## config.mk

```make
export PLATFORM = sky130hd
export DESIGN_NAME = remote_map_regs
export DESIGN_NICKNAME = d
export VERILOG_FILES = /design/src/common/remote_map_pkg.sv /design/src/core/remote_map_regs.sv
export SDC_FILE = /design/constraint.sdc
export NUM_CORES = 1
export LEC_CHECK = 0
export BUFFER_PORTS_ARGS = -buffer_cell sky130_fd_sc_hd__buf_2
export CORE_UTILIZATION = 60
export CTS_CLUSTER_SIZE = 24
export DETAILED_ROUTE_END_ITERATION = 8
export PLACE_DENSITY = 0.88
export SETUP_SLACK_MARGIN = 0.4
export SLEW_MARGIN = 20
export SYNTH_ARGS = -nofsm -noshare
export SYNTH_HDL_FRONTEND = slang
export SYNTH_SLANG_ARGS = --single-unit
```

## constraint.sdc

```tcl
create_clock -name clk_sys -period 5.7 [get_ports clk_sys]
set_clock_uncertainty 0.1 [all_clocks]
set_input_delay 1.14 -clock clk_sys [delete_from_list [all_inputs] [get_ports clk_sys]]
set_output_delay 1.14 -clock clk_sys [all_outputs]
set_load 0.01 [all_outputs]
```

## src/common/remote_map_pkg.sv

```systemverilog
// Constants for the remote target map and link status register bank
package remote_map_pkg;
  // Register indices; byte address is four times the index
  localparam logic [7:0] IDX_CONTROL = 8'h04;
  localparam logic [7:0] IDX_TARGET = 8'h07;
  localparam logic [7:0] IDX_ALIAS = 8'h08;
  localparam logic [7:0] IDX_CNT_LOW = 8'h0A;
  localparam logic [7:0] IDX_CNT_HIGH = 8'h0B;
  localparam logic [7:0] IDX_STATUS = 8'h0C;
  localparam logic [7:0] IDX_PORT_VIEW = 8'h20;
  localparam logic [7:0] IDX_IRQ_STATUS = 8'h21;
  localparam logic [7:0] IDX_IRQ_ENABLE = 8'h22;
  localparam logic [7:0] IDX_IRQ_CLEAR = 8'h23;
  // Field positions
  localparam int ADDR_MSB = 7;
  localparam int ADDR_LSB = 1;
  localparam int CTRL_CRC_RESET_BIT = 5;
  localparam int PORT_VIEW_BIT = 0;
  localparam int STAT_SELFTEST_BIT = 3;
  localparam int STAT_PCLK_BIT = 2;
  localparam int STAT_NORMAL_BIT = 1;
  localparam int STAT_LINK_BIT = 0;
  // Interrupt status bits
  localparam int IRQ_LINK0_BIT = 0;
  localparam int IRQ_LINK1_BIT = 1;
  localparam int IRQ_CRC0_BIT = 2;
  localparam int IRQ_CRC1_BIT = 3;
  localparam int IRQ_WIDTH = 4;
  // Reset values
  localparam logic [7:0] RST_CONTROL = 8'h00;
  localparam logic [6:0] RST_TARGET = 7'h00;
  localparam logic [6:0] RST_ALIAS = 7'h00;
  localparam logic [15:0] RST_COUNT = 16'h0000;
  localparam logic [3:0] RST_IRQ = 4'h0;
  localparam logic [6:0] ADDR_DISABLED = 7'h00;
  localparam int PORT_COUNT = 2;
  localparam int PADDR_WIDTH = 12;

  function automatic logic [PADDR_WIDTH-1:0] byteAddr(input logic [7:0] idx);
    byteAddr = {2'h0, idx, 2'h0};
  endfunction
endpackage

```

## src/core/remote_map_regs.sv

```systemverilog
// APB register bank: remote target mapping, CRC error counting, link status
//
// Contract
// RULE1 - Hold target address, substitute into aliased transactions
// RULE2 - Hold alias; matching local transaction gets remapped
// RULE3 - Zero target or alias disables forwarding
// RULE4 - Sixteen-bit CRC counter, low and high bytes
// RULE5 - Counter cleared while CRC reset bit set
// RULE6 - Status bit 3 flags self-test CRC errors
// RULE7 - Self-test flag cleared: link loss, restart, reset
// RULE8 - Status bit 2 shows valid pixel clock
// RULE9 - Pixel clock flag held until invalid clock
// RULE10 - Status bit 1 flags normal CRC errors
// RULE11 - Normal flag cleared on link loss, reset bit
// RULE12 - Status bit 0 shows cable link presence
// RULE13 - Port select shows second port's state
// RULE14 - CRC reset bit holds value, not self-clearing
// RULE15 - Reserved bits read zero, writes ignored
// RULE16 - Counter increments per bad frame, saturates
`timescale 1ns/1ps
`default_nettype none
module remote_map_regs #(
  parameter int COUNT_WIDTH = 16
) (
  input wire logic clk_sys,
  input wire logic nrst,
  input wire logic psel,
  input wire logic penable,
  input wire logic pwrite,
  input wire logic [remote_map_pkg::PADDR_WIDTH-1:0] paddr,
  input wire logic [31:0] pwdata,
  output logic [31:0] prdata,
  output logic pready,
  output logic pslverr,
  input wire logic [1:0] linkDetect,
  input wire logic [1:0] crcFrameError,
  input wire logic [1:0] selftestActive,
  input wire logic [1:0] selftestStart,
  input wire logic pclkValid,
  input wire logic pclkInvalid,
  input wire logic i2cReqValid,
  input wire logic [6:0] i2cReqAddr,
  output logic [1:0] fwdValid,
  output logic [6:0] fwdAddr0,
  output logic [6:0] fwdAddr1,
  output logic irq
);

  if (COUNT_WIDTH < 9 || COUNT_WIDTH > 16)
  begin : gen_width_check
    $error("COUNT_WIDTH must lie in 9..16");
  end

  localparam logic [COUNT_WIDTH-1:0] COUNT_MAX = {COUNT_WIDTH{1'b1}};

  logic [7:0] control;
  logic portView;
  logic [6:0] tgtAddr [remote_map_pkg::PORT_COUNT];
  logic [6:0] aliasAddr [remote_map_pkg::PORT_COUNT];
  logic [COUNT_WIDTH-1:0] crcCount [remote_map_pkg::PORT_COUNT];
  logic [1:0] selftestFlag;
  logic [1:0] normalFlag;
  logic [1:0] linkPrev;
  logic pclkFlag;
  logic [remote_map_pkg::IRQ_WIDTH-1:0] irqStatus;
  logic [remote_map_pkg::IRQ_WIDTH-1:0] irqEnable;
  logic [remote_map_pkg::IRQ_WIDTH-1:0] irqEvent;
  logic crcReset;
  logic [1:0] linkLoss;
  logic setupPhase;
  logic writeTaken;
  logic [31:0] next_prdata;
  logic next_pslverr;
  logic [15:0] viewCount;

  function automatic logic hitReg(input logic [remote_map_pkg::PADDR_WIDTH-1:0] a,
                                  input logic [7:0] idx);
    hitReg = (a == remote_map_pkg::byteAddr(idx));
  endfunction

  function automatic logic remapHit(input logic [6:0] req, input logic [6:0] tgt,
                                    input logic [6:0] als);
    remapHit = (tgt != remote_map_pkg::ADDR_DISABLED) &&
               (als != remote_map_pkg::ADDR_DISABLED) && (req == als);
  endfunction

  assign crcReset = control[remote_map_pkg::CTRL_CRC_RESET_BIT];
  assign linkLoss = linkPrev & ~linkDetect;
  assign setupPhase = psel && !penable;
  assign writeTaken = psel && penable && pready && pwrite;
  assign viewCount = 16'(crcCount[portView]);
  assign irqEvent = {crcFrameError[1], crcFrameError[0], linkLoss[1] | (linkDetect[1] & ~linkPrev[1]),
                     linkLoss[0] | (linkDetect[0] & ~linkPrev[0])};

  // Read data and error answer
  always_comb
  begin
    next_prdata = 32'h0000_0000;
    next_pslverr = 1'b0;
    if (hitReg(paddr, remote_map_pkg::IDX_CONTROL))
    begin
      next_prdata[7:0] = control;
    end
    else if (hitReg(paddr, remote_map_pkg::IDX_TARGET))
    begin
      next_prdata[7:0] = {tgtAddr[portView], 1'b0}; // [RULE13] [RULE15]
    end
    else if (hitReg(paddr, remote_map_pkg::IDX_ALIAS))
    begin
      next_prdata[7:0] = {aliasAddr[portView], 1'b0}; // [RULE13] [RULE15]
    end
    else if (hitReg(paddr, remote_map_pkg::IDX_CNT_LOW))
    begin
      next_prdata[7:0] = viewCount[7:0]; // [RULE4]
    end
    else if (hitReg(paddr, remote_map_pkg::IDX_CNT_HIGH))
    begin
      next_prdata[7:0] = viewCount[15:8]; // [RULE4]
    end
    else if (hitReg(paddr, remote_map_pkg::IDX_STATUS))
    begin
      next_prdata[remote_map_pkg::STAT_SELFTEST_BIT] = selftestFlag[portView]; // [RULE6]
      next_prdata[remote_map_pkg::STAT_PCLK_BIT] = pclkFlag; // [RULE8]
      next_prdata[remote_map_pkg::STAT_NORMAL_BIT] = normalFlag[portView]; // [RULE10]
      next_prdata[remote_map_pkg::STAT_LINK_BIT] = linkDetect[portView]; // [RULE12]
    end
    else if (hitReg(paddr, remote_map_pkg::IDX_PORT_VIEW))
    begin
      next_prdata[remote_map_pkg::PORT_VIEW_BIT] = portView;
    end
    else if (hitReg(paddr, remote_map_pkg::IDX_IRQ_STATUS))
    begin
      next_prdata[remote_map_pkg::IRQ_WIDTH-1:0] = irqStatus;
    end
    else if (hitReg(paddr, remote_map_pkg::IDX_IRQ_ENABLE))
    begin
      next_prdata[remote_map_pkg::IRQ_WIDTH-1:0] = irqEnable;
    end
    else if (hitReg(paddr, remote_map_pkg::IDX_IRQ_CLEAR))
    begin
      next_prdata = 32'h0000_0000;
    end
    else
    begin
      next_pslverr = 1'b1;
    end
  end

  // APB answer one cycle after setup
  always_ff @(posedge clk_sys or negedge nrst)
  begin
    if (!nrst)
    begin
      pready <= 1'b0;
      prdata <= 32'h0000_0000;
      pslverr <= 1'b0;
    end
    else if (setupPhase)
    begin
      pready <= 1'b1;
      prdata <= pwrite ? 32'h0000_0000 : next_prdata;
      pslverr <= next_pslverr;
    end
    else
    begin
      pready <= 1'b0;
      prdata <= 32'h0000_0000;
      pslverr <= 1'b0;
    end
  end

  // Control and port view; reset bit held as written
  always_ff @(posedge clk_sys or negedge nrst)
  begin
    if (!nrst)
    begin
      control <= remote_map_pkg::RST_CONTROL;
      portView <= 1'b0;
    end
    else if (writeTaken)
    begin
      if (hitReg(paddr, remote_map_pkg::IDX_CONTROL))
      begin
        control <= pwdata[7:0]; // [RULE14]
      end
      if (hitReg(paddr, remote_map_pkg::IDX_PORT_VIEW))
      begin
        portView <= pwdata[remote_map_pkg::PORT_VIEW_BIT];
      end
    end
  end

  // Target and alias per port
  always_ff @(posedge clk_sys or negedge nrst)
  begin
    if (!nrst)
    begin
      for (int p = 0; p < remote_map_pkg::PORT_COUNT; p++)
      begin
        tgtAddr[p] <= remote_map_pkg::RST_TARGET;
        aliasAddr[p] <= remote_map_pkg::RST_ALIAS;
      end
    end
    else if (writeTaken)
    begin
      if (hitReg(paddr, remote_map_pkg::IDX_TARGET))
      begin
        tgtAddr[portView] <= pwdata[remote_map_pkg::ADDR_MSB:remote_map_pkg::ADDR_LSB]; // [RULE1]
      end
      if (hitReg(paddr, remote_map_pkg::IDX_ALIAS))
      begin
        aliasAddr[portView] <= pwdata[remote_map_pkg::ADDR_MSB:remote_map_pkg::ADDR_LSB]; // [RULE2]
      end
    end
  end

  // Alias remap toward each remote link
  always_ff @(posedge clk_sys or negedge nrst)
  begin
    if (!nrst)
    begin
      fwdValid <= 2'b00;
      fwdAddr0 <= remote_map_pkg::ADDR_DISABLED;
      fwdAddr1 <= remote_map_pkg::ADDR_DISABLED;
    end
    else
    begin
      fwdValid[0] <= i2cReqValid && remapHit(i2cReqAddr, tgtAddr[0], aliasAddr[0]); // [RULE3]
      fwdValid[1] <= i2cReqValid && remapHit(i2cReqAddr, tgtAddr[1], aliasAddr[1]); // [RULE3]
      fwdAddr0 <= tgtAddr[0]; // [RULE1]
      fwdAddr1 <= tgtAddr[1]; // [RULE1]
    end
  end

  // CRC error counters
  always_ff @(posedge clk_sys or negedge nrst)
  begin
    if (!nrst)
    begin
      for (int p = 0; p < remote_map_pkg::PORT_COUNT; p++)
      begin
        crcCount[p] <= COUNT_WIDTH'(remote_map_pkg::RST_COUNT);
      end
    end
    else
    begin
      for (int p = 0; p < remote_map_pkg::PORT_COUNT; p++)
      begin
        if (crcReset)
        begin
          crcCount[p] <= '0; // [RULE5]
        end
        else if (crcFrameError[p] && crcCount[p] != COUNT_MAX)
        begin
          crcCount[p] <= crcCount[p] + 1'b1; // [RULE16]
        end
      end
    end
  end

  // Sticky CRC flags and link history
  always_ff @(posedge clk_sys or negedge nrst)
  begin
    if (!nrst)
    begin
      selftestFlag <= 2'b00;
      normalFlag <= 2'b00;
      linkPrev <= 2'b00;
    end
    else
    begin
      linkPrev <= linkDetect;
      for (int p = 0; p < remote_map_pkg::PORT_COUNT; p++)
      begin
        if (linkLoss[p] || selftestStart[p] || crcReset)
        begin
          selftestFlag[p] <= 1'b0; // [RULE7]
        end
        else if (crcFrameError[p] && selftestActive[p])
        begin
          selftestFlag[p] <= 1'b1; // [RULE6]
        end
        if (linkLoss[p] || crcReset)
        begin
          normalFlag[p] <= 1'b0; // [RULE11]
        end
        else if (crcFrameError[p] && !selftestActive[p])
        begin
          normalFlag[p] <= 1'b1; // [RULE10]
        end
      end
    end
  end

  // Pixel clock detect, held until an invalid clock
  always_ff @(posedge clk_sys or negedge nrst)
  begin
    if (!nrst)
    begin
      pclkFlag <= 1'b0;
    end
    else if (pclkInvalid)
    begin
      pclkFlag <= 1'b0; // [RULE9]
    end
    else if (pclkValid)
    begin
      pclkFlag <= 1'b1; // [RULE8]
    end
  end

  // Interrupt status, enable and output; set beats clear
  always_ff @(posedge clk_sys or negedge nrst)
  begin
    if (!nrst)
    begin
      irqStatus <= remote_map_pkg::RST_IRQ;
      irqEnable <= remote_map_pkg::RST_IRQ;
      irq <= 1'b0;
    end
    else
    begin
      if (writeTaken && hitReg(paddr, remote_map_pkg::IDX_IRQ_CLEAR))
      begin
        irqStatus <= (irqStatus & ~pwdata[remote_map_pkg::IRQ_WIDTH-1:0]) | irqEvent;
      end
      else
      begin
        irqStatus <= irqStatus | irqEvent;
      end
      if (writeTaken && hitReg(paddr, remote_map_pkg::IDX_IRQ_ENABLE))
      begin
        irqEnable <= pwdata[remote_map_pkg::IRQ_WIDTH-1:0];
      end
      irq <= |(irqStatus & irqEnable);
    end
  end

  // Checks
  chk_remap_addr: assert property (@(posedge clk_sys) disable iff (!nrst) // [RULE1] [RULE2]
    i2cReqValid && remapHit(i2cReqAddr, tgtAddr[0], aliasAddr[0])
    |=> fwdValid[0] && fwdAddr0 == $past(tgtAddr[0]))
    else $error("remap to target address missing");

  chk_zero_disable: assert property (@(posedge clk_sys) disable iff (!nrst) // [RULE3]
    (tgtAddr[1] == 7'h00 || aliasAddr[1] == 7'h00) |=> !fwdValid[1])
    else $error("forwarding with zero target or alias");

  chk_count_clear: assert property (@(posedge clk_sys) disable iff (!nrst) // [RULE5]
    crcReset |=> crcCount[0] == '0 && crcCount[1] == '0)
    else $error("counter not cleared by reset bit");

  chk_count_step: assert property (@(posedge clk_sys) disable iff (!nrst) // [RULE16]
    !crcReset && crcFrameError[0] && crcCount[0] != COUNT_MAX
    |=> crcCount[0] == $past(crcCount[0]) + 1'b1)
    else $error("counter did not step by one");

  chk_count_sat: assert property (@(posedge clk_sys) disable iff (!nrst) // [RULE16]
    !crcReset && crcCount[0] == COUNT_MAX |=> crcCount[0] == COUNT_MAX)
    else $error("counter wrapped past all ones");

  chk_selftest_clear: assert property (@(posedge clk_sys) disable iff (!nrst) // [RULE7]
    linkLoss[0] || selftestStart[0] || crcReset |=> !selftestFlag[0])
    else $error("self-test flag not cleared");

  chk_normal_flag: assert property (@(posedge clk_sys) disable iff (!nrst) // [RULE10] [RULE11]
    !linkLoss[0] && !crcReset && crcFrameError[0] && !selftestActive[0]
    |=> normalFlag[0] ##1 (normalFlag[0] || $past(linkLoss[0] || crcReset)))
    else $error("normal CRC flag not sticky");

  chk_pclk_hold: assert property (@(posedge clk_sys) disable iff (!nrst) // [RULE9]
    pclkFlag && !pclkInvalid |=> pclkFlag)
    else $error("pixel clock flag dropped without invalid clock");

  chk_apb_answer: assert property (@(posedge clk_sys) disable iff (!nrst)
    setupPhase |=> pready ##1 !pready || !penable)
    else $error("APB answer not one cycle after setup");

  chk_reserved_read: assert property (@(posedge clk_sys) disable iff (!nrst) // [RULE15]
    setupPhase && !pwrite && (hitReg(paddr, remote_map_pkg::IDX_TARGET) ||
    hitReg(paddr, remote_map_pkg::IDX_STATUS)) |=> prdata[31:8] == '0 &&
    (prdata[0] == 1'b0 || !hitReg($past(paddr), remote_map_pkg::IDX_TARGET)) &&
    (prdata[7:4] == '0 || !hitReg($past(paddr), remote_map_pkg::IDX_STATUS)))
    else $error("reserved bits not zero");

  chk_view_select: assert property (@(posedge clk_sys) disable iff (!nrst) // [RULE13]
    setupPhase && !pwrite && hitReg(paddr, remote_map_pkg::IDX_CNT_LOW)
    |=> prdata[7:0] == $past(viewCount[7:0]))
    else $error("count byte not from selected port");

  chk_irq_level: assert property (@(posedge clk_sys) disable iff (!nrst)
    ##1 irq == $past(|(irqStatus & irqEnable)))
    else $error("interrupt level wrong");

endmodule
`default_nettype wire

```

==> results by group, run 1 <==
Placement
  • Dpl ws: 2.08 ns
  • Placed inst area: roughly 6300 sq um
  • Placed Instances: between 700 and 800
  • Placer Congestion: 0.957
  • # port buffers: 69
  • Post-DP HPWL: 10.2 mm

Final layout
  • Non-Filler Instances: 757
  • Fill cell count: 716
  • Final nets: approximately 700
  • Area grow syn2layout: 9.81%
  • Design Area, Final: 6520 sq um
  • Layout cell share with drive strength beyond 1: 25.0%
  • N_diodes: 0

Synth
  • Post-synthesis cell count: 560
  • Avg Cell Area, Syn: 10.6 sq um
  • Post-synth EDFFs: 0
  • Synth top area share: 46.8%
  • Yosys warnings: 0
  • Top post-synthesis cells by area: dfrtp_1, mux2_2, xnor2_1, mux2i_1, buf_4
  • FF+latch count, synth: about 110
  • Top_reg_cell synth: dfrtp_1
  • Sequential fraction of the synthesis area: 46.8%
  • FFs w/ async S/R, synth: 100%
  • Largest area contributor in the netlist: dfrtp_1
  • Cell variety after synth: 66
  • Synth Cell Area: roughly 5900 sq um

Global routing
  • Total Routing Usage GR: 29.4%
  • Total grt overflow: 0
  • Largest net degree at the start of global routing: 62
  • Vias in the first global route: 4523
  • First-pass GRT wire length: 22.9 mm
  • Initial antenna violation count: 0

CTS
  • CTS buffer count: 9
  • Clk sinks: 111
  • Clk root buf: clkbuf_8
  • Post_cts resized: 0
  • Reg clk slew, reported paths: 0.11 ns
  • Clk_lat worst skew: around 0.38 ns
  • Post-CTS Hold Fix Bufs: 0
  • Post-CTS Setup Repair Bufs: 0
  • CTS H-tree lvls: 3
  • TritonCTS clock tree: done
  • CTS Buffer Depth: 2

STA
  • Final Hold Viols: 0
  • Min Tclk post-route: 3.18 ns
  • Relative slew slack: 40.6%
  • Final period util: between 50% and 60%
  • Setup ws final: approximately 2.5 ns
  • # setup viols final: 0
  • RSZ-0062 raised after global routing: false
  • Worst-Margin Slew: 0.884 ns
  • Slew Viols, Final: 0
  • Setup TNS: 0 ns
  • Peak Freq: 314 MHz

Detailed routing
  • Post-DRT Antenna Nets: 0
  • Vias per std cell: 6.21
  • Number of iterations in the first detailed-routing pass: 5
  • Initial drt markers: roughly 330
  • Total length of routed wires: ~14 mm
  • Via count: approximately 4.7k
  • Drt drc: 0
  • Routed wire length per instance: between 15 and 20 um

Status
  • Outcome: completed

Floorplan
  • Core Area: 9420 sq um
  • Die Area: 10300 sq um
  • Chip width: 101 um
  • Die H: approximately 100 um
  • Initial Util: a little over three fifths
  • Site row count: 35
  • I/O pin count: ~120

Worst setup path
  • Crit path launch type: input pin
  • CP endpoint kind: register
  • Maximum fanout along the worst path: 17
  • Critical path type: input pin to register
  • Required @ worst endpoint: roughly 5.9 ns
  • Critical path arrival: 3.35 ns

Power
  • PD cells: 255 nW/um^2
  • VDD IR-drop max: approximately 0.00013 V
  • Lkg Pwr: roughly 2.9 nW
  • Tot Pwr: 0.00166 W

Min path
  • Hold Crit Class: register to register

Job
  • Max_cap viols: 0
-- power breakdown --
group          internal [W]  switching, W
clock network      0.000209      0.000278
registers          0.000842     0.0000794
logic              0.000104      0.000148
total               0.00115      0.000505
-- worst paths after layout --
kind                       slack [ns]             to  startpoint  cells after the start
min in group asynchronous        0.67   crcCount[10]        nrst                      1
min reg2reg                      0.33    fwdAddr1[0]  tgtAddr[0]                      0
max in group asynchronous        3.62     control[5]        nrst                      2
min                              0.33    fwdAddr1[0]  tgtAddr[0]                      0
max                              2.52  aliasAddr[10]    paddr[3]                      6
max reg2reg                      3.03      prdata[2]    portView                      6
-- through the flow --
step / util, % / hold WS, ns
final: 69.2 / 0.326
after global routing: 69.2 / 0.354
after detailed placement: 66.9 / 0.299
after floorplan: - / 0.281
after CTS: 69.1 / 0.324
after global placement: 66.9 / 0.304
-- metal layers --
layer  global-route usage [%]  routed length, um  vias up
met5                        0                  0        -
met1                     40.1               5810     2294
met2                     47.3               6810      242
li1                         -                  -     2131
met4                     11.8                342        0
met3                     5.11                979       31
-- layout make-up --
cell class / count / area (sq um) / share of cell area, %
repair buffers: 72 / 370 / 5.68
inverters: 11 / 41.3 / 0.634
clock buffers: 9 / 124 / 1.90
well taps: 129 / 161 / 2.48
flip-flops and latches: 111 / 2780 / 42.7
clock inverters: 6 / 82.6 / 1.27
multi-input cells: 419 / 2960 / 45.4
-- layout by cell type (no fill, tap or decap), types with 12 or more instances in the layout --
master,instances
o21ai_0,15
xnor2_1,29
nand4_1,15
conb_1,24
nand2_1,30
mux2_2,49
nand3_1,12
a21oi_1,26
mux2i_1,18
dfrtp_1,110
buf_2,68
nor3_1,14
nor2_1,48
-- cell usage after synthesis, drive strengths merged, types with 5 or more instances --
| master | n |
|---|---|
| a211oi | 11 |
| a21oi | 26 |
| a22oi | 5 |
| a31oi | 6 |
| buf | 30 |
| clkbuf | 12 |
| dfrtp | 111 |
| inv | 11 |
| mux2 | 50 |
| mux2i | 18 |
| nand2 | 31 |
| nand2b | 6 |
| nand3 | 13 |
| nand4 | 16 |
| nor2 | 50 |
| nor2b | 6 |
| nor3 | 16 |
| nor4 | 13 |
| o21ai | 15 |
| or3 | 5 |
| or4 | 5 |
| xnor2 | 29 |
| xor2 | 8 |
-- state kept, by name, indices dropped and copies added, names as in the netlist, 4 cells and up --
name and flops:
crcCount 32, aliasAddr 14, tgtAddr 14, control 8, prdata 8, fwdAddr0 7
fwdAddr1 7, irqEnable 4, irqStatus 4
-- kinds of logic (layout without fill, tap and decap cells) --
family,count (synthesis),after routing,synth area share (%)
AO/OA/AOI/OAI,98,98,11.0
XOR/XNOR,37,37,5.46
multiplexers,70,70,13.3
flip-flops,111,111,46.8
adder cells (fa/ha/maj),4,4,0.844
other,1,24,0.0632
buffers and inverters,53,98,4.96
AND/OR/NAND/NOR,186,186,17.6
-- worst max-delay path, cell delays in order --
cell and delay (ns):
buf_2 0.20, or4_1 0.72, nor4_4 0.50, nand2_1 0.16, nor2_4 0.24, mux2_2 0.37
No activity file was read; power rests on OpenSTA's default activity.
==> run 2: changes to the inputs <==
CORE_UTILIZATION = 56   (was 60)
PLACE_DENSITY = 0.83   (was 0.88)
clock period = 3.3 ns   (was 5.7 ns; I/O delays follow)
==> run 2 against run 1 <==
Effect of this change:
- core utilization is 5.2 points lower
- die area is 7.0% higher
- worst setup slack worse by 1.8 ns
- flip-flop and latch count stayed put
- via count is 1.7% lower
- worst hold slack worse by 0.14 ns
- first-iteration DRC count is 3.3% lower
- sequential power is 73% higher
- combinational power is 69% higher
- cell count is 2.1% higher
- clock power is 60% higher
==> results by group, run 2 (synthesized netlist as in run 1, its figures left out) <==
Final layout
  • Area grow syn2layout: 10.9%
  • Most common cell after layout, fill and taps aside: dfrtp_1
  • Most flops, register: crcCount
  • Non-Filler Instances: 773 (+2.1%)
  • Most frequent cells in the layout: dfrtp_1, buf_2, mux2_2
  • Final nets: 703 (+1.2%)
  • Largest registers: crcCount x32, aliasAddr x14, tgtAddr x14
  • Flip-flop and latch area: 2780 sq um (about the same)
  • Layout cell share with drive strength beyond 1: 25.9% (+0.90 points)
  • N_diodes: 0 (unchanged)
  • Post-Route Utilization: 64.0% (-5.2 points)
  • Fill cell count: 802 (+12%)
  • Max reg flops: 32 (unchanged)
  • Area of the multi-input gates: 2950 sq um (-0.30%)

CTS
  • CTS H-tree lvls: 3 (unchanged)
  • Clk root buf: clkbuf_8
  • Clk sinks: 111 (unchanged)
  • Post-CTS Setup Repair Bufs: 0 (unchanged)
  • CTS Buffer Depth: 2 (unchanged)
  • Post-CTS Hold Fix Bufs: 0 (unchanged)
  • Reg clk slew, reported paths: 0.10 ns (about the same)
  • Post_cts resized: 0 (unchanged)
  • TritonCTS clock tree: done
  • Clk_lat worst skew: 0.38 ns (about the same)
  • CTS buffer count: 9 (unchanged)

Worst setup path
  • Maximum fanout along the worst path: 9 (-8)
  • Crit path launch type: input pin
  • Required @ worst endpoint: 3.48 ns (-2.39 ns)
  • Critical path arrival: 2.72 ns (-0.63 ns)
  • CP Buf/Inv Count: 1 (unchanged)
  • Critical path type: input pin to register
  • Max incr delay on CP: 0.59 ns (-0.13 ns)
  • Crit-path slowest cell: or4_4
  • CP top delay family: simple AND/OR/NAND/NOR gates
  • Crit path cell chain: buf_2 -> or4_4 -> nor3_4 -> nand2_2 -> nor2_4 -> mux2_2
  • CP endpoint kind: register

Global routing
  • Total grt overflow: 0 (unchanged)
  • Vias in the first global route: 4539 (+0.35%)
  • First-pass GRT wire length: 22.9 mm (about the same)
  • Total Routing Usage GR: 26.7% (-2.7 points)
  • Initial antenna violation count: 0 (unchanged)
  • Largest net degree at the start of global routing: 51 (-18%)

Power
  • PD cells: 424 nW/um^2 (+67%)
  • VDD IR-drop max: 0.000216 V (+62%)
  • Lkg Pwr: 2.96 nW (+1.5%)

Placement
  • # port buffers: 69 (unchanged)
  • Placed Instances: 757 (+2.0%)
  • Post-DP HPWL: 10.4 mm (+1.9%)
  • Placer Congestion: 1.00 (+4.7%)

Floorplan
  • Initial Util: 57.7% (-5.3 points)
  • Chip width: 105 um (+3.4%)
  • Core Area: 10300 sq um (+9.2%)
  • Die H: 105 um (+3.4%)
  • I/O pin count: 118 (unchanged)
  • Site row count: 37 (+5.7%)
  • Die Area: 11000 sq um (+7.0%)

Detailed routing
  • Drt drc: 0 (unchanged)
  • Initial drt markers: 322 (-3.3%)
  • Vias per std cell: 5.98 (-3.7%)
  • Via count: 4619 (-1.7%)
  • Post-DRT Antenna Nets: 0 (unchanged)
  • Total length of routed wires: 13.9 mm (-0.57%)
  • Routed wire length per instance: 17.9 um (-2.6%)
  • Number of iterations in the first detailed-routing pass: 5 (unchanged)

STA
  • Setup TNS: 0 ns (unchanged)
  • Peak Freq: approximately 390 MHz
  • Min Tclk post-route: ~2.5 ns
  • Worst-Margin Slew: 0.763 ns (-0.122 ns)
  • Slew Viols, Final: 0 (unchanged)
  • Relative slew slack: 49.2% (+8.6 points)
  • Final Hold Viols: 0 (unchanged)
  • Final period util: 77.0%
  • RSZ-0062 raised after global routing: false
  • # setup viols final: 0 (unchanged)

Status
  • Outcome: completed

Min path
  • Hold Crit Class: input pin to async pin

Job
  • Max_cap viols: 0 (unchanged)
[run 2: final timing paths]
check / startpoint / end / slack [ns] / cells after the start
worst min-delay path: nrst / crcCount[12] / 0.18 / 1
worst min register to register: tgtAddr[0] / fwdAddr1[0] / 0.33 / 0
min in group clk_sys: linkDetect[1] / linkPrev[1] / 0.30 / 1
worst max-delay path: paddr[7] / control[2] / 0.76 / 6
max in group asynchronous: nrst / tgtAddr[12] / 2.24 / 2
worst max register to register: portView / prdata[2] / 0.84 / 5
[run 2: worst register-to-register path, cell delays in order, from the launching register on]
cell and delay, ns:
dfrtp_1 0.85, mux2i_1 0.22, a211oi_1 0.34, a221oi_1 0.16
or4_1 0.50, a21oi_1 0.21
[run 2: power by group]
group	switching [W]	leakage, nW	internal (W)
sequential	0.000131	1.48	0.00145
combinational	0.000243	1.39	0.000183
clock	0.000475	0.0952	0.000306
[run 2: through the flow]
step	total power, W	hold WS (ns)	cell area (sq um)	setup WS [ns]
finish	0.00279	0.184	6580	0.759
global route	0.00292	0.232	6580	0.703
CTS	0.00280	0.214	6580	0.778
detailed placement	0.00203	0.302	6390	0.378
global placement	0.00201	0.306	6390	0.469
floorplan	0.00188	0.264	6020	0.742
[run 2: layout make-up]
cell class / instances / area share (%)
well taps: 136 / 2.59
flip-flops and latches: 111 / 42.2
clock buffers: 10 / 2.09
repair buffers: 80 / 6.92
clock inverters: 6 / 0.761
inverters: 11 / 0.627
multi-input cells: 419 / 44.8
[run 2: per-layer routing]
metal	share of wire, %	GRT usage, %	wire length (um)
met1	44	36.0	6090
met2	48	43.4	6700
met3	5.5	4.80	767
met4	2.1	9.66	298
met5	0	0	0
==> run 3: changes to the inputs <==
ABC_AREA = 1   (was not set)
CORE_UTILIZATION = 51   (was 56)
PLACE_DENSITY = 0.79   (was 0.83)
clock period = 2.15 ns   (was 3.3 ns; I/O delays follow)
==> run 3 against run 2 <==
Effect of this change:
- the flow now finishes with violations (design-rule violations)
- total power up 75%
- flip-flop and latch count unchanged
- cell count up 30%
- design area up 9.1%
- critical path type unchanged
- largest power group unchanged
==> results by group, run 3 <==
CTS
  • Clk sinks: 111 (unchanged)
  • CTS Buffer Depth: 2 (unchanged)
  • Clk root buf: clkbuf_16
  • Reg clk slew, reported paths: 0.08 ns (-0.02 ns)
  • CTS buffer count: 9 (unchanged)
  • CTS H-tree lvls: 3 (unchanged)
  • TritonCTS clock tree: done
  • Clk_lat worst skew: 0.37 ns (about the same)

STA
  • Final period util: 79.4%
  • Setup TNS: 0 ns (unchanged)
  • Final Hold Viols: 0 (unchanged)
  • Peak Freq: 586 MHz
  • Min Tclk post-route: 1.71 ns
  • Slew Viols, Final: 0 (unchanged)
  • RSZ-0062 raised after global routing: true
  • # setup viols final: 0 (unchanged)

Status
  • Outcome: finished, violations left
  • Violated checks: design-rule violations

Global routing
  • First-pass GRT wire length: 25.0 mm (+8.9%)
  • Initial antenna violation count: 0 (unchanged)
  • Total Routing Usage GR: 25.6% (-1.1 points)
  • Total grt overflow: 0 (unchanged)
  • Vias in the first global route: 5050 (+11%)
  • Largest net degree at the start of global routing: 49 (-3.9%)

Floorplan
  • Die Area: 12600 sq um (+14%)
  • Chip width: 112 um (+7.0%)
  • Initial Util: 53.4% (-4.4 points)
  • Die H: 112 um (+7.0%)
  • Site row count: 39 (+5.4%)
  • Core Area: 11600 sq um (+13%)
  • I/O pin count: 118 (unchanged)

Final layout
  • Most frequent cells in the layout: nand2_1, dfrtp_1, inv_1
  • Final nets: 925 (+32%)
  • Most common cell after layout, fill and taps aside: nand2_1
  • Max reg flops: 32 (unchanged)
  • Largest registers: crcCount x32, aliasAddr x14, tgtAddr x14
  • N_diodes: 0 (unchanged)
  • Most flops, register: crcCount
  • Area grow syn2layout: 15.8%
  • Layout cell share with drive strength beyond 1: 20.7% (-5.2 points)

Synth
  • Mux contribution to synthesized area: 0.646% (-13 points)
  • Cell variety after synth: 42 (-36%)
  • Synth top area share: 44.8% (-2.0 points)
  • Top post-synthesis cells by area: dfrtp_1, nand2_1, o21ai_0, inv_1, nor2_1
  • Compound-Gate Fraction of Synth Area: 14.5% (+3.5 points)
  • Yosys warnings: 0 (unchanged)
  • Most numerous cell in the Yosys netlist: nand2_1
  • Synth Cell Area: 6200 sq um (+4.5%)
  • FFs w/ async S/R, synth: 100% (unchanged)
  • Adder-cell share of the synthesized area: 0.807% (-0.036 points)
  • Post-synth EDFFs: 0 (unchanged)
  • Post-Synth Simple-Gate Area: 26.2% (+8.6 points)
  • Largest area contributor in the netlist: dfrtp_1
  • Sequential fraction of the synthesis area: 44.8% (-2.0 points)
  • Largest family of logic cells by synthesized area: simple AND/OR/NAND/NOR gates
  • Top_reg_cell synth: dfrtp_1
  • Avg Cell Area, Syn: 8.02 sq um (-24%)
  • Synth top cells by count: nand2_1, dfrtp_1, inv_1
  • Post-synthesis cell count: 773 (+38%)
  • FF+latch count, synth: 111 (unchanged)
  • XOR/XNOR share of the synthesized area: 2.83% (-2.6 points)

Worst setup path
  • CP Buf/Inv Count: 1 (unchanged)
  • Maximum fanout along the worst path: 7 (-2)
  • R2r worst-path depth: 7 (+2)
  • Crit-path slowest cell: o21ai_0
  • Crit path cell chain: buf_2 -> nor2_2 -> nand2_2 -> nor2_2 -> nand3_1 -> o21ai_0 -> nor3_1 -> nor2_1
  • Cell mode on critical path: nor2_2
  • Critical path type: input pin to register
  • CP endpoint kind: register
  • Crit path launch type: input pin
  • Levels on crit path: 8 (+2)
  • CP top delay family: simple AND/OR/NAND/NOR gates
  • Max incr delay on CP: 0.32 ns (-0.27 ns)
  • Required @ worst endpoint: 2.34 ns (-1.14 ns)
  • Critical path arrival: 1.89 ns (-0.83 ns)

Detailed routing
  • Vias per std cell: 5.46 (-8.7%)
  • Routed wire length per instance: 15.4 um (-14%)
  • Number of iterations in the first detailed-routing pass: 7 (+2)
  • Drt drc: 7 (+7)
  • Via count: 5468 (+18%)
  • Post-DRT Antenna Nets: 0 (unchanged)
  • Total length of routed wires: 15.5 mm (+12%)
  • Initial drt markers: 506 (+57%)

Power
  • VDD IR-drop max: 0.000428 V (+98%)
  • PD cells: 680 nW/um^2 (+60%)
  • Tot Pwr: 0.00488 W (+75%)
  • Lkg Pwr: 3.46 nW (+17%)

Placement
  • Placer Congestion: 0.947 (-5.5%)
  • # port buffers: 69 (unchanged)
  • Post-DP HPWL: 11.3 mm (+8.3%)

Min path
  • Hold Crit Class: input pin to register
  • Hold Crit Depth: 1

Job
  • Max_cap viols: 0 (unchanged)
[run 3: cell count changes after synthesis, sizes merged, moves of 28 or more]
cell,change
mux2,-50
nand3,+39
nand2,+131
xnor2,-28
o21ai,+87
inv,+80
[run 3: what timing repair did]
item	4_1_cts	5_1_grt
endpoints found under the setup margin	23	54
hold buffers	1	0
setup buffers	5	1
pin swaps	3	6
cloned	0	2
hold endpoints to repair	25	0
gates resized for setup	8	23
[run 3: layout make-up]
| cell class | instances | area [sq um] |
|---|---|---|
| clock buffer | 10 | 229 |
| clock inverter | 6 | 76.3 |
| fill | 1031 | 4430 |
| inverter | 92 | 357 |
| multi-input combinational | 549 | 2970 |
| sequential | 111 | 2780 |
| tap | 143 | 179 |
| timing repair buffer | 90 | 579 |
| timing repair inverter | 1 | 7.51 |
[run 3: final timing paths]
path,from,endpoint,slack [ns]
max in group asynchronous,nrst,portView,0.95
max,paddr[1],prdata[7],0.44
max reg2reg,portView,prdata[1],0.47
min,linkDetect[1],linkPrev[1],0.08
min reg2reg,tgtAddr[12],fwdAddr0[5],0.31
min in group asynchronous,nrst,crcCount[22],0.42
[run 3: kinds of logic after synthesis]
group | Yosys count
AND/OR/NAND/NOR | 346
AO/OA/AOI/OAI | 151
buffers and inverters | 136
flip-flops | 111
XOR/XNOR | 20
adder cells (fa/ha/maj) | 4
multiplexers | 4
other | 1
[run 3: report_power, final]
| group | total, W | switching [W] | internal [W] |
|---|---|---|---|
| combinational | 0.000770 | 0.000511 | 0.000259 |
| clock | 0.00175 | 0.000830 | 0.000925 |
| sequential | 0.00236 | 0.000150 | 0.00221 |
[run 3: per-stage QoR]
| stage | instances | worst slack, ns | utilization, % | area [sq um] | hold WS (ns) |
|---|---|---|---|---|---|
| finish | 1002 | 0.443 | 61.8 | 7180 | 0.0759 |
| global route | 1002 | 0.342 | 61.8 | 7180 | 0.0743 |
| CTS | 999 | 0.383 | 60.7 | 7050 | 0.0701 |
| detailed placement | 977 | 0.124 | 57.5 | 6680 | 0.281 |
| global placement | 977 | 0.137 | 57.5 | 6680 | 0.281 |
| floorplan | 796 | 0.459 | - | 6280 | 0.0344 |
[run 3: routing by layer]
metal	GRT usage (%)	share of wire, %	vias up
met2	38.7	45	218
met3	4.05	6.8	23
li1	-	-	2679
met5	0	0	-
met4	10.6	2.0	0
met1	36.8	46	2548
